## src/rtl/status_pkg.sv

```systemverilog
// Purpose: Shared constants and carriers for instrument status reporting
// Assumes: One clock, synchronous active-high reset
// Notes:   Codes, positions and carriers only, no logic
package status_pkg;
  localparam int EVT_W = 8;
  localparam int OPER_W = 16;
  localparam int RSP_W = 16;

  localparam int EVT_OPC = 0;
  localparam int EVT_QUERY = 2;
  localparam int EVT_DEVICE = 3;
  localparam int EVT_EXEC = 4;
  localparam int EVT_CMD = 5;
  localparam int EVT_USER = 6;
  localparam int EVT_PON = 7;
  localparam logic [7:0] EVT_USED_MASK = 8'hFD;

  localparam int SBYTE_SUM = 5;
  localparam int SBYTE_MSS = 6;

  localparam int OPER_ALIGN = 0;
  localparam int OPER_SWEEP = 3;
  localparam int OPER_MEAS = 4;
  localparam int OPER_TRIG = 5;
  localparam int OPER_HCOPY = 8;
  localparam int OPER_ZERO = 15;
  localparam logic [15:0] OPER_USED_MASK = 16'h0139;

  localparam logic [7:0] POLL_MASK_RST = 8'h00;
  localparam logic [7:0] EVT_MASK_RST = 8'h00;

  // Two's complement of -300, -200, -100
  localparam logic [15:0] ERR_CODE_DEVICE = 16'hFED4;
  localparam logic [15:0] ERR_CODE_EXEC = 16'hFF38;
  localparam logic [15:0] ERR_CODE_CMD = 16'hFF9C;

  typedef enum logic [3:0] {
    CMD_NONE          = 4'h0,
    CMD_POLL_SET      = 4'h1,
    CMD_POLL_QRY      = 4'h2,
    CMD_FLAG_QRY      = 4'h3,
    CMD_EMASK_SET     = 4'h4,
    CMD_EMASK_QRY     = 4'h5,
    CMD_EVT_QRY       = 4'h6,
    CMD_OPC           = 4'h7,
    CMD_OPER_COND_QRY = 4'h8,
    CMD_OPER_EVT_QRY  = 4'h9
  } cmd_e;

  typedef enum logic [1:0] {
    OPC_IDLE = 2'b01,
    OPC_WAIT = 2'b10
  } opc_state_e;

  typedef struct packed {
    logic       valid;
    cmd_e       code;
    logic [7:0] data;
  } cmd_s;

  typedef struct packed {
    logic              valid;
    logic [RSP_W-1:0] data;
  } rsp_s;

  typedef struct packed {
    logic self_alignment_active;
    logic sweep_active;
    logic measurement_active;
    logic trigger_wait;
    logic hardcopy_active;
    logic app_active;
  } act_s;

  typedef struct packed {
    logic query;
    logic device;
    logic execution;
    logic command;
    logic to_local;
  } err_s;
endpackage

```

## src/rtl/status_reporting.sv

```systemverilog
// Purpose: Status byte summary, INDIVIDUAL_STATUS_FLAG flag, event and operation registers
// Assumes: Command decoder and activity sources run on CORE_CLK
// Notes:   Service request and questionable tree live elsewhere
`timescale 1ns/100ps
module status_reporting
  import status_pkg::*;
(
  input  wire logic        CORE_CLK,    // 25 MHz core clock
  input  wire logic        RST,         // Sync reset, high
  input  wire cmd_s        CMD,         // Decoded common command
  input  wire logic        CMDS_BUSY,   // Earlier commands executing
  input  wire logic        PPOLL_REQ,   // Parallel poll in progress
  input  wire logic [7:0]  SBYTE_IN,    // Other status byte sources
  input  wire act_s        ACT,         // Instrument activities
  input  wire err_s        ERR,         // Error and local pulses
  output rsp_s             RSP,         // Query reply
  output logic [7:0]       STATUS_BYTE, // Assembled status byte
  output logic             STATUS_FLAG, // Individual status flag
  output logic             PPOLL_RSP,   // Flag on parallel poll
  output logic             ERR_PUSH,    // Error queue write
  output logic [15:0]      ERR_CODE     // Error queue entry
);

  logic [7:0]        poll_mask_ff;
  logic [7:0]        evt_mask_ff;
  logic [EVT_W-1:0]  evt_bits;
  logic [EVT_W-1:0]  evt_set;
  logic [OPER_W-1:0] oper_cond_ff;
  logic [OPER_W-1:0] nxt_oper_cond;
  logic [OPER_W-1:0] oper_evt;
  logic [OPER_W-1:0] oper_set;
  logic              por_ff;
  opc_state_e        opc_ff;
  opc_state_e        nxt_opc;
  logic              opc_fire;
  logic              evt_sum;
  logic [7:0]        nxt_sbyte;
  rsp_s              rsp_ff;
  rsp_s              nxt_rsp;
  logic [7:0]        sbyte_ff;
  logic              flag_ff;
  logic              ppoll_ff;
  logic              err_push_ff;
  logic [15:0]       err_code_ff;
  logic              evt_rd;
  logic              oper_rd;

  assign evt_rd = CMD.valid && (CMD.code == CMD_EVT_QRY);
  assign oper_rd = CMD.valid && (CMD.code == CMD_OPER_EVT_QRY);

  // Poll and event enable masks
  always_ff @(posedge CORE_CLK) begin
    if (RST) begin
      poll_mask_ff <= POLL_MASK_RST;
    end else if (CMD.valid && CMD.code == CMD_POLL_SET) begin
      poll_mask_ff <= CMD.data;
    end
  end

  always_ff @(posedge CORE_CLK) begin
    if (RST) begin
      evt_mask_ff <= EVT_MASK_RST;
    end else if (CMD.valid && CMD.code == CMD_EMASK_SET) begin
      evt_mask_ff <= CMD.data;
    end
  end

  // Power-on marker, raised by reset and consumed once
  always_ff @(posedge CORE_CLK) begin
    if (RST) begin
      por_ff <= 1'b1;
    end else begin
      por_ff <= 1'b0;
    end
  end

  // Operation-complete waits for the command pipe to drain
  always_comb begin
    nxt_opc = opc_ff;
    opc_fire = 1'b0;
    unique case (opc_ff)
      OPC_IDLE: begin
        if (CMD.valid && CMD.code == CMD_OPC) begin
          nxt_opc = OPC_WAIT;
        end
      end
      OPC_WAIT: begin
        if (!CMDS_BUSY) begin
          opc_fire = 1'b1;
          nxt_opc = OPC_IDLE;
        end
      end
      default: begin
        nxt_opc = OPC_IDLE;
      end
    endcase
  end

  always_ff @(posedge CORE_CLK) begin
    if (RST) begin
      opc_ff <= OPC_IDLE;
    end else begin
      opc_ff <= nxt_opc;
    end
  end

  // Event status sources
  always_comb begin
    evt_set = 8'h00;
    evt_set[EVT_OPC] = opc_fire;
    evt_set[EVT_QUERY] = ERR.query;
    evt_set[EVT_DEVICE] = ERR.device;
    evt_set[EVT_EXEC] = ERR.execution;
    evt_set[EVT_CMD] = ERR.command;
    evt_set[EVT_USER] = ERR.to_local;
    evt_set[EVT_PON] = por_ff;
    evt_set = evt_set & EVT_USED_MASK;
  end

  // Read clears, but a same-cycle event still lands
  sticky_bits #(
    .W (EVT_W)
  ) u_evt (
    .clk     (CORE_CLK),
    .rst     (RST),
    .set_vec (evt_set),
    .clr     (evt_rd),
    .bits    (evt_bits)
  );

  // Error queue entry, worst class wins on collision
  always_ff @(posedge CORE_CLK) begin
    if (RST) begin
      err_push_ff <= 1'b0;
      err_code_ff <= 16'h0000;
    end else begin
      err_push_ff <= ERR.command | ERR.execution | ERR.device;
      if (ERR.command) begin
        err_code_ff <= ERR_CODE_CMD;
      end else if (ERR.execution) begin
        err_code_ff <= ERR_CODE_EXEC;
      end else if (ERR.device) begin
        err_code_ff <= ERR_CODE_DEVICE;
      end
    end
  end

  // Operation condition view
  always_comb begin
    nxt_oper_cond = 16'h0000;
    nxt_oper_cond[OPER_ALIGN] = ACT.self_alignment_active;
    nxt_oper_cond[OPER_SWEEP] = !ACT.app_active &&
        (ACT.sweep_active || ACT.measurement_active);
    nxt_oper_cond[OPER_MEAS] = nxt_oper_cond[OPER_SWEEP];
    nxt_oper_cond[OPER_TRIG] = ACT.trigger_wait;
    nxt_oper_cond[OPER_HCOPY] = ACT.hardcopy_active;
    nxt_oper_cond[OPER_ZERO] = 1'b0;
    nxt_oper_cond = nxt_oper_cond & OPER_USED_MASK;
  end

  always_ff @(posedge CORE_CLK) begin
    if (RST) begin
      oper_cond_ff <= 16'h0000;
    end else begin
      oper_cond_ff <= nxt_oper_cond;
    end
  end

  // Event view remembers activities begun since last read
  assign oper_set = nxt_oper_cond & ~oper_cond_ff;

  sticky_bits #(
    .W (OPER_W)
  ) u_oper_evt (
    .clk     (CORE_CLK),
    .rst     (RST),
    .set_vec (oper_set),
    .clr     (oper_rd),
    .bits    (oper_evt)
  );

  // Summary level is the OR of latched event bits under the enable mask
  assign evt_sum = |(evt_bits & evt_mask_ff);
  always_comb begin
    nxt_sbyte = SBYTE_IN;
    nxt_sbyte[SBYTE_SUM] = evt_sum;
  end

  always_ff @(posedge CORE_CLK) begin
    if (RST) begin
      sbyte_ff <= 8'h00;
      flag_ff <= 1'b0;
    end else begin
      sbyte_ff <= nxt_sbyte;
      flag_ff <= |(nxt_sbyte & poll_mask_ff);
    end
  end

  always_ff @(posedge CORE_CLK) begin
    if (RST) begin
      ppoll_ff <= 1'b0;
    end else begin
      ppoll_ff <= PPOLL_REQ & flag_ff;
    end
  end

  // Query replies, one cycle after the command
  always_comb begin
    nxt_rsp = '0;
    if (CMD.valid) begin
      unique case (CMD.code)
        CMD_POLL_QRY: begin
          nxt_rsp.valid = 1'b1;
          nxt_rsp.data = {8'h00, poll_mask_ff};
        end
        CMD_FLAG_QRY: begin
          nxt_rsp.valid = 1'b1;
          nxt_rsp.data = {15'h0000, flag_ff};
        end
        CMD_EMASK_QRY: begin
          nxt_rsp.valid = 1'b1;
          nxt_rsp.data = {8'h00, evt_mask_ff};
        end
        CMD_EVT_QRY: begin
          nxt_rsp.valid = 1'b1;
          nxt_rsp.data = {8'h00, evt_bits};
        end
        CMD_OPER_COND_QRY: begin
          nxt_rsp.valid = 1'b1;
          nxt_rsp.data = oper_cond_ff;
        end
        CMD_OPER_EVT_QRY: begin
          nxt_rsp.valid = 1'b1;
          nxt_rsp.data = oper_evt;
        end
        CMD_NONE, CMD_POLL_SET, CMD_EMASK_SET, CMD_OPC: begin
          nxt_rsp = '0;
        end
        default: begin
          nxt_rsp = '0;
        end
      endcase
    end
  end

  always_ff @(posedge CORE_CLK) begin
    if (RST) begin
      rsp_ff <= '0;
    end else begin
      rsp_ff <= nxt_rsp;
    end
  end

  assign RSP = rsp_ff;
  assign STATUS_BYTE = sbyte_ff;
  assign STATUS_FLAG = flag_ff;
  assign PPOLL_RSP = ppoll_ff;
  assign ERR_PUSH = err_push_ff;
  assign ERR_CODE = err_code_ff;

  property p_flag_mask;
    @(posedge CORE_CLK) disable iff (RST)
    !$past(RST) |-> (flag_ff == |(sbyte_ff & $past(poll_mask_ff)));
  endproperty
  a_flag_mask: assert property (p_flag_mask)
    else $error("Status flag does not match masked status byte");

  property p_flag_query;
    @(posedge CORE_CLK) disable iff (RST)
    (CMD.valid && CMD.code == CMD_FLAG_QRY)
      |=> (RSP.valid && RSP.data == {15'h0000, $past(flag_ff)});
  endproperty
  a_flag_query: assert property (p_flag_query)
    else $error("Status flag query reply wrong");

  property p_poll_rsp;
    @(posedge CORE_CLK) disable iff (RST)
    PPOLL_REQ |=> (PPOLL_RSP == $past(flag_ff));
  endproperty
  a_poll_rsp: assert property (p_poll_rsp)
    else $error("Parallel poll answer wrong");

  property p_mask_roundtrip;
    @(posedge CORE_CLK) disable iff (RST)
    (CMD.valid && CMD.code == CMD_POLL_SET) ##1
      (CMD.valid && CMD.code == CMD_POLL_QRY)
      |=> (RSP.valid && RSP.data[7:0] == $past(CMD.data, 2));
  endproperty
  a_mask_roundtrip: assert property (p_mask_roundtrip)
    else $error("Poll mask not returned unchanged");

  property p_sum_bit;
    @(posedge CORE_CLK) disable iff (RST)
    !$past(RST) |-> (STATUS_BYTE[SBYTE_SUM] == |($past(evt_bits) & $past(evt_mask_ff)));
  endproperty
  a_sum_bit: assert property (p_sum_bit)
    else $error("Event summary bit wrong");

  property p_align_bit;
    @(posedge CORE_CLK) disable iff (RST)
    !$past(RST) |-> (oper_cond_ff[OPER_ALIGN] == $past(ACT.self_alignment_active));
  endproperty
  a_align_bit: assert property (p_align_bit)
    else $error("Alignment bit does not follow activity");

  property p_opc_set;
    @(posedge CORE_CLK) disable iff (RST)
    (opc_ff == OPC_WAIT && !CMDS_BUSY) |=> evt_bits[EVT_OPC];
  endproperty
  a_opc_set: assert property (p_opc_set)
    else $error("Operation complete not flagged");

  property p_cmd_err;
    @(posedge CORE_CLK) disable iff (RST)
    ERR.command |=> (evt_bits[EVT_CMD] && ERR_PUSH && ERR_CODE == ERR_CODE_CMD);
  endproperty
  a_cmd_err: assert property (p_cmd_err)
    else $error("Command error not recorded");

  property p_power_on;
    @(posedge CORE_CLK) disable iff (RST)
    $fell(RST) |-> ##1 evt_bits[EVT_PON];
  endproperty
  a_power_on: assert property (p_power_on)
    else $error("Power-on bit not set");

  property p_app_bits;
    @(posedge CORE_CLK) disable iff (RST)
    ACT.app_active |=> (oper_cond_ff[OPER_MEAS:OPER_SWEEP] == 2'b00);
  endproperty
  a_app_bits: assert property (p_app_bits)
    else $error("Sweep bits set in application");

  property p_unused_zero;
    @(posedge CORE_CLK) disable iff (RST)
    ((oper_cond_ff | oper_evt) & ~OPER_USED_MASK) == 16'h0000
      && evt_bits[1] == 1'b0;
  endproperty
  a_unused_zero: assert property (p_unused_zero)
    else $error("Unused status bit set");

  property p_esr_clear;
    @(posedge CORE_CLK) disable iff (RST)
    (evt_rd && evt_set == 8'h00) |=> (evt_bits == 8'h00);
  endproperty
  a_esr_clear: assert property (p_esr_clear)
    else $error("Event status not cleared by read");

endmodule

```

## src/rtl/sticky_bits.sv

```systemverilog
// Purpose: Sticky event bits with read-clear
// Assumes: Set vector and clear are on the same clock
// Notes:   A set in the clear cycle survives the clear
`timescale 1ns/100ps
module sticky_bits #(
  parameter int W = 8
) (
  input  wire logic         clk,     // Core clock
  input  wire logic         rst,     // Sync reset, high
  input  wire logic [W-1:0] set_vec, // Bits to set
  input  wire logic         clr,     // Clear all bits
  output logic      [W-1:0] bits     // Sticky state
);
  always_ff @(posedge clk) begin
    if (rst) begin
      bits <= '0;
    end else if (clr) begin
      bits <= set_vec;
    end else begin
      bits <= bits | set_vec;
    end
  end
endmodule

```

## config.mk

```make
export PLATFORM = sky130hd
export DESIGN_NAME = status_reporting
export DESIGN_NICKNAME = d
export VERILOG_FILES = /design/src/rtl/status_pkg.sv /design/src/rtl/status_reporting.sv /design/src/rtl/sticky_bits.sv
export SDC_FILE = /design/constraint.sdc
export NUM_CORES = 1
export LEC_CHECK = 0
export ABC_AREA = 1
export CAP_MARGIN = 30
export CORE_MARGIN = 2
export CORE_UTILIZATION = 45
export DETAILED_ROUTE_END_ITERATION = 7
export DONT_BUFFER_PORTS = 1
export HOLD_SLACK_MARGIN = 0.15
export PLACE_DENSITY = 0.7
export SYNTH_ARGS = -nofsm -noshare
export SYNTH_HDL_FRONTEND = slang
export SYNTH_SLANG_ARGS = --single-unit
```

## constraint.sdc

```tcl
create_clock -name CORE_CLK -period 1.7 [get_ports CORE_CLK]
set_input_delay 0.34 -clock CORE_CLK [delete_from_list [all_inputs] [get_ports CORE_CLK]]
set_output_delay 0.34 -clock CORE_CLK [all_outputs]
set_load 0.005 [all_outputs]
```

==> impl_results.md <==
* DRT Pass-1 Iters at 4
* R2R setup slack at 640 ps
* Fraction of layout cells with a size suffix above 1 at 9.07%
* Crit. End Element: output pin
* Number of global-route vias before repair at 1,953
* Clk buf depth at 2
* Die Y at 78.5 um
* H-tree depth at 3
* Critical path launch point type: register
* RSZ-0062 raised after global routing: no
* Post-Synth Simple-Gate Area at 29.9%
* Comb pwr share at 6.3%
* Cells after Synth at 336
* Post-synth EDFFs at 0
* Synth Area in XOR/XNOR at 0%
* RR Endpoint: STATUS_FLAG
* Pre-CTS setup slack at 432 ps
* Design Power at 3.16 mW
* Largest family of logic cells by synthesized area: simple AND/OR/NAND/NOR gates
* Post-DR vias/cell at 4.91
* Site Rows at 27
* First-pass GRT wire length at 9200 um
* Die area at 6160 sq um
* Final Slew Violations at 0
* Number of buffers added on ports at 0
* Antenna viol nets, final at 0
* Post-synthesis compound-gate area fraction at 9.51%
* Total wire length at 5640 um
* Sw power at 0.702 mW
* Fin crit period at 1260 ps
* Run status: completed
* YS warnings at 0
* Antenna violations before repair at 0
* R2r startpoint: u_evt.bits[3]
* Fillers at 541
* Hold Startpoint: CMD[7]
* Starting Density at 45.9%
* Pint at 2.46 mW
* Switching Share at 22.2%
* Mux contribution to synthesized area at 0%
* Gpl congestion at 0.825
* CTS root buf: clkbuf_8
* WHS Path Cells at 2
* Adder-cell share of the synthesized area at 0%
* Total Routing Usage GR at 19.7%
* Sink Count at 62
* HPWL Detailed at 3880 um
* Fmax at 0.795 GHz
* Die Wd at 78.5 um
* Final setup vio count at 0
* CTS tree: built
* Post-cts sizing count at 0
* Top FF cell, synth: dfxtp_1
* WP data arrival at 920 ps
* Max Cap Viol at 0
* # diodes at 0
* Drt initial violations at 131
* Layout Area Growth over Synthesis at 15.4%
* Sequential cell area at 1240 sq um
* Largest net degree at the start of global routing at 41
* R2R depth at 6
* Total CTS buffers at 9
* Worst vdd ir at 899 uV
* #FFs+latches synth at 62
* WL/cell at 13.3 um
* Async SR Flop Fraction at 0%
* Seq pwr share at 49.3%
* Clock share of power at 44.4%
* Peak fanout along the critical path at 9
* Clock latency on the worst-skew pair at 340 ps
* Yosys cell types at 21
* Fin. Hold Viols at 0
* Worst Path Required at 1360 ps
* DRC Markers at 0
* Lkg Pwr at 1.26 nW
* Type of the worst setup path: reg2out
* Critical Path Stages at 0
* Core area at 5440 sq um
* Worst-path clk slew at 70 ps
* Final Skew at 6.74 ps
* Ports at 80
* Hold Path Class: in2reg
* Hold EP: evt_mask_ff[7]
* Nets at 384
* Synth Area per Inst at 7.44 sq um
* Post-synthesis cell area at 2500 sq um
* Area occupied by multi-input gates at 997 sq um
* Final Cycle Share at 74.0%
* Grt ovf at 0
* Pwr/cell area at 1100 nW/um^2
* Via count at 2,087
* Final TNS setup at 0 ps
* Setup ws final at 441 ps
* Seq/Total Area, Yosys at 49.7%
## flip-flops by register name, indices dropped and copies added (netlist names), 2 cells and up
register,flops
u_evt.bits,7
STATUS_BYTE,8
oper_cond_ff,4
u_oper_evt.bits,5
evt_mask_ff,8
opc_ff,2
ERR_CODE,5
poll_mask_ff,8
RSP,11
## worst max-delay path by stage
stage            startpoint             end
2_1_floorplan        CMD[9]  evt_mask_ff[2]
3_3_place_gp        CMD[11]  evt_mask_ff[2]
3_5_place_dp        CMD[11]  evt_mask_ff[2]
4_1_cts        ERR_CODE[14]    ERR_CODE[11]
5_1_grt        ERR_CODE[14]     ERR_CODE[4]
6_report       ERR_CODE[14]    ERR_CODE[14]
## cells in the mapped netlist, types with 3 or more instances
| master | n | area share (%) |
|---|---|---|
| inv_1 | 26 | 3.9 |
| dfxtp_1 | 62 | 50 |
| a21oi_1 | 33 | 6.6 |
| clkbuf_1 | 3 | 0.45 |
| nor2_2 | 3 | 0.75 |
| o21ai_0 | 13 | 2.6 |
| nor3_1 | 4 | 0.80 |
| nor2_4 | 3 | 1.4 |
| inv_2 | 4 | 0.60 |
| nand2_2 | 4 | 1.0 |
| nand2_1 | 82 | 12 |
| nor2_1 | 57 | 8.6 |
| nand3_1 | 17 | 3.4 |
| buf_4 | 18 | 5.4 |
## final cells by class
| type | count | share of cell area [%] |
|---|---|---|
| Timing Repair Buffer | 22 | 7.90 |
| Sequential cell | 62 | 43.0 |
| Tap cell | 72 | 3.12 |
| Clock inverter | 4 | 2.43 |
| Multi-Input combinational cell | 223 | 34.6 |
| Inverter | 30 | 3.90 |
| Clock buffer | 12 | 5.03 |
## power groups by stage
stage,sequential (mW),combinational (mW),clock (mW)
finish,1.56,0.200,1.40
global route,1.56,0.229,1.51
CTS,1.56,0.200,1.44
detailed placement,1.59,0.143,0
global placement,1.59,0.140,0
floorplan,1.57,0.172,0
## cell families (layout without fill, tap and decap cells)
kind of cell           after synthesis  in the layout
and+or+nand+nor                    173            173
other                                1              3
DFF                                 62             62
AOI/OAI and AO/OA                   47             47
buffers and inverters               53             68
## stage by stage
stage / area [sq um] / util [%] / std cells / hold slack [ps]
6_report: 2880 / 53.0 / 425 / 167
5_1_grt: 2880 / 53.0 / 425 / 161
4_1_cts: 2880 / 53.0 / 425 / 150
3_5_place_dp: 2450 / 45.0 / 388 / 371
3_3_place_gp: 2450 / 45.0 / 388 / 371
2_1_floorplan: 2510 / - / 338 / 368
## metal layers
| layer | track usage (%) | routed length [um] | up-vias |
|---|---|---|---|
| met5 | 0 | 0 | - |
| met3 | 8.85 | 550 | 12 |
| met2 | 30.5 | 2600 | 73 |
| li1 | - | - | 1057 |
| met1 | 24.0 | 2380 | 945 |
| met4 | 7.54 | 111 | 0 |
## layout by cell type, fill, tap and decap left out
master / count
clkbuf_8: 10
bufinv_16: 2
nand2_2: 4
conb_1: 3
nand3_4: 1
a21oi_1: 33
nor2_1: 57
nor2_2: 3
o21ai_0: 13
nor2_4: 3
clkbuf_1: 2
or3_1: 1
nor2_8: 1
buf_4: 1
inv_1: 26
nand2_1: 82
clkinv_2: 2
buf_12: 1
o211ai_1: 1
inv_2: 4
dlygate4sd3_1: 20
dfxtp_1: 62
nand3_1: 17
nor3_1: 4
## repair_timing
action	CTS	global route
hold buffers	21	0
buffers inserted	0	0
endpoints found under the hold margin	41	0
Note: power is estimated with default switching activity, not from simulation.
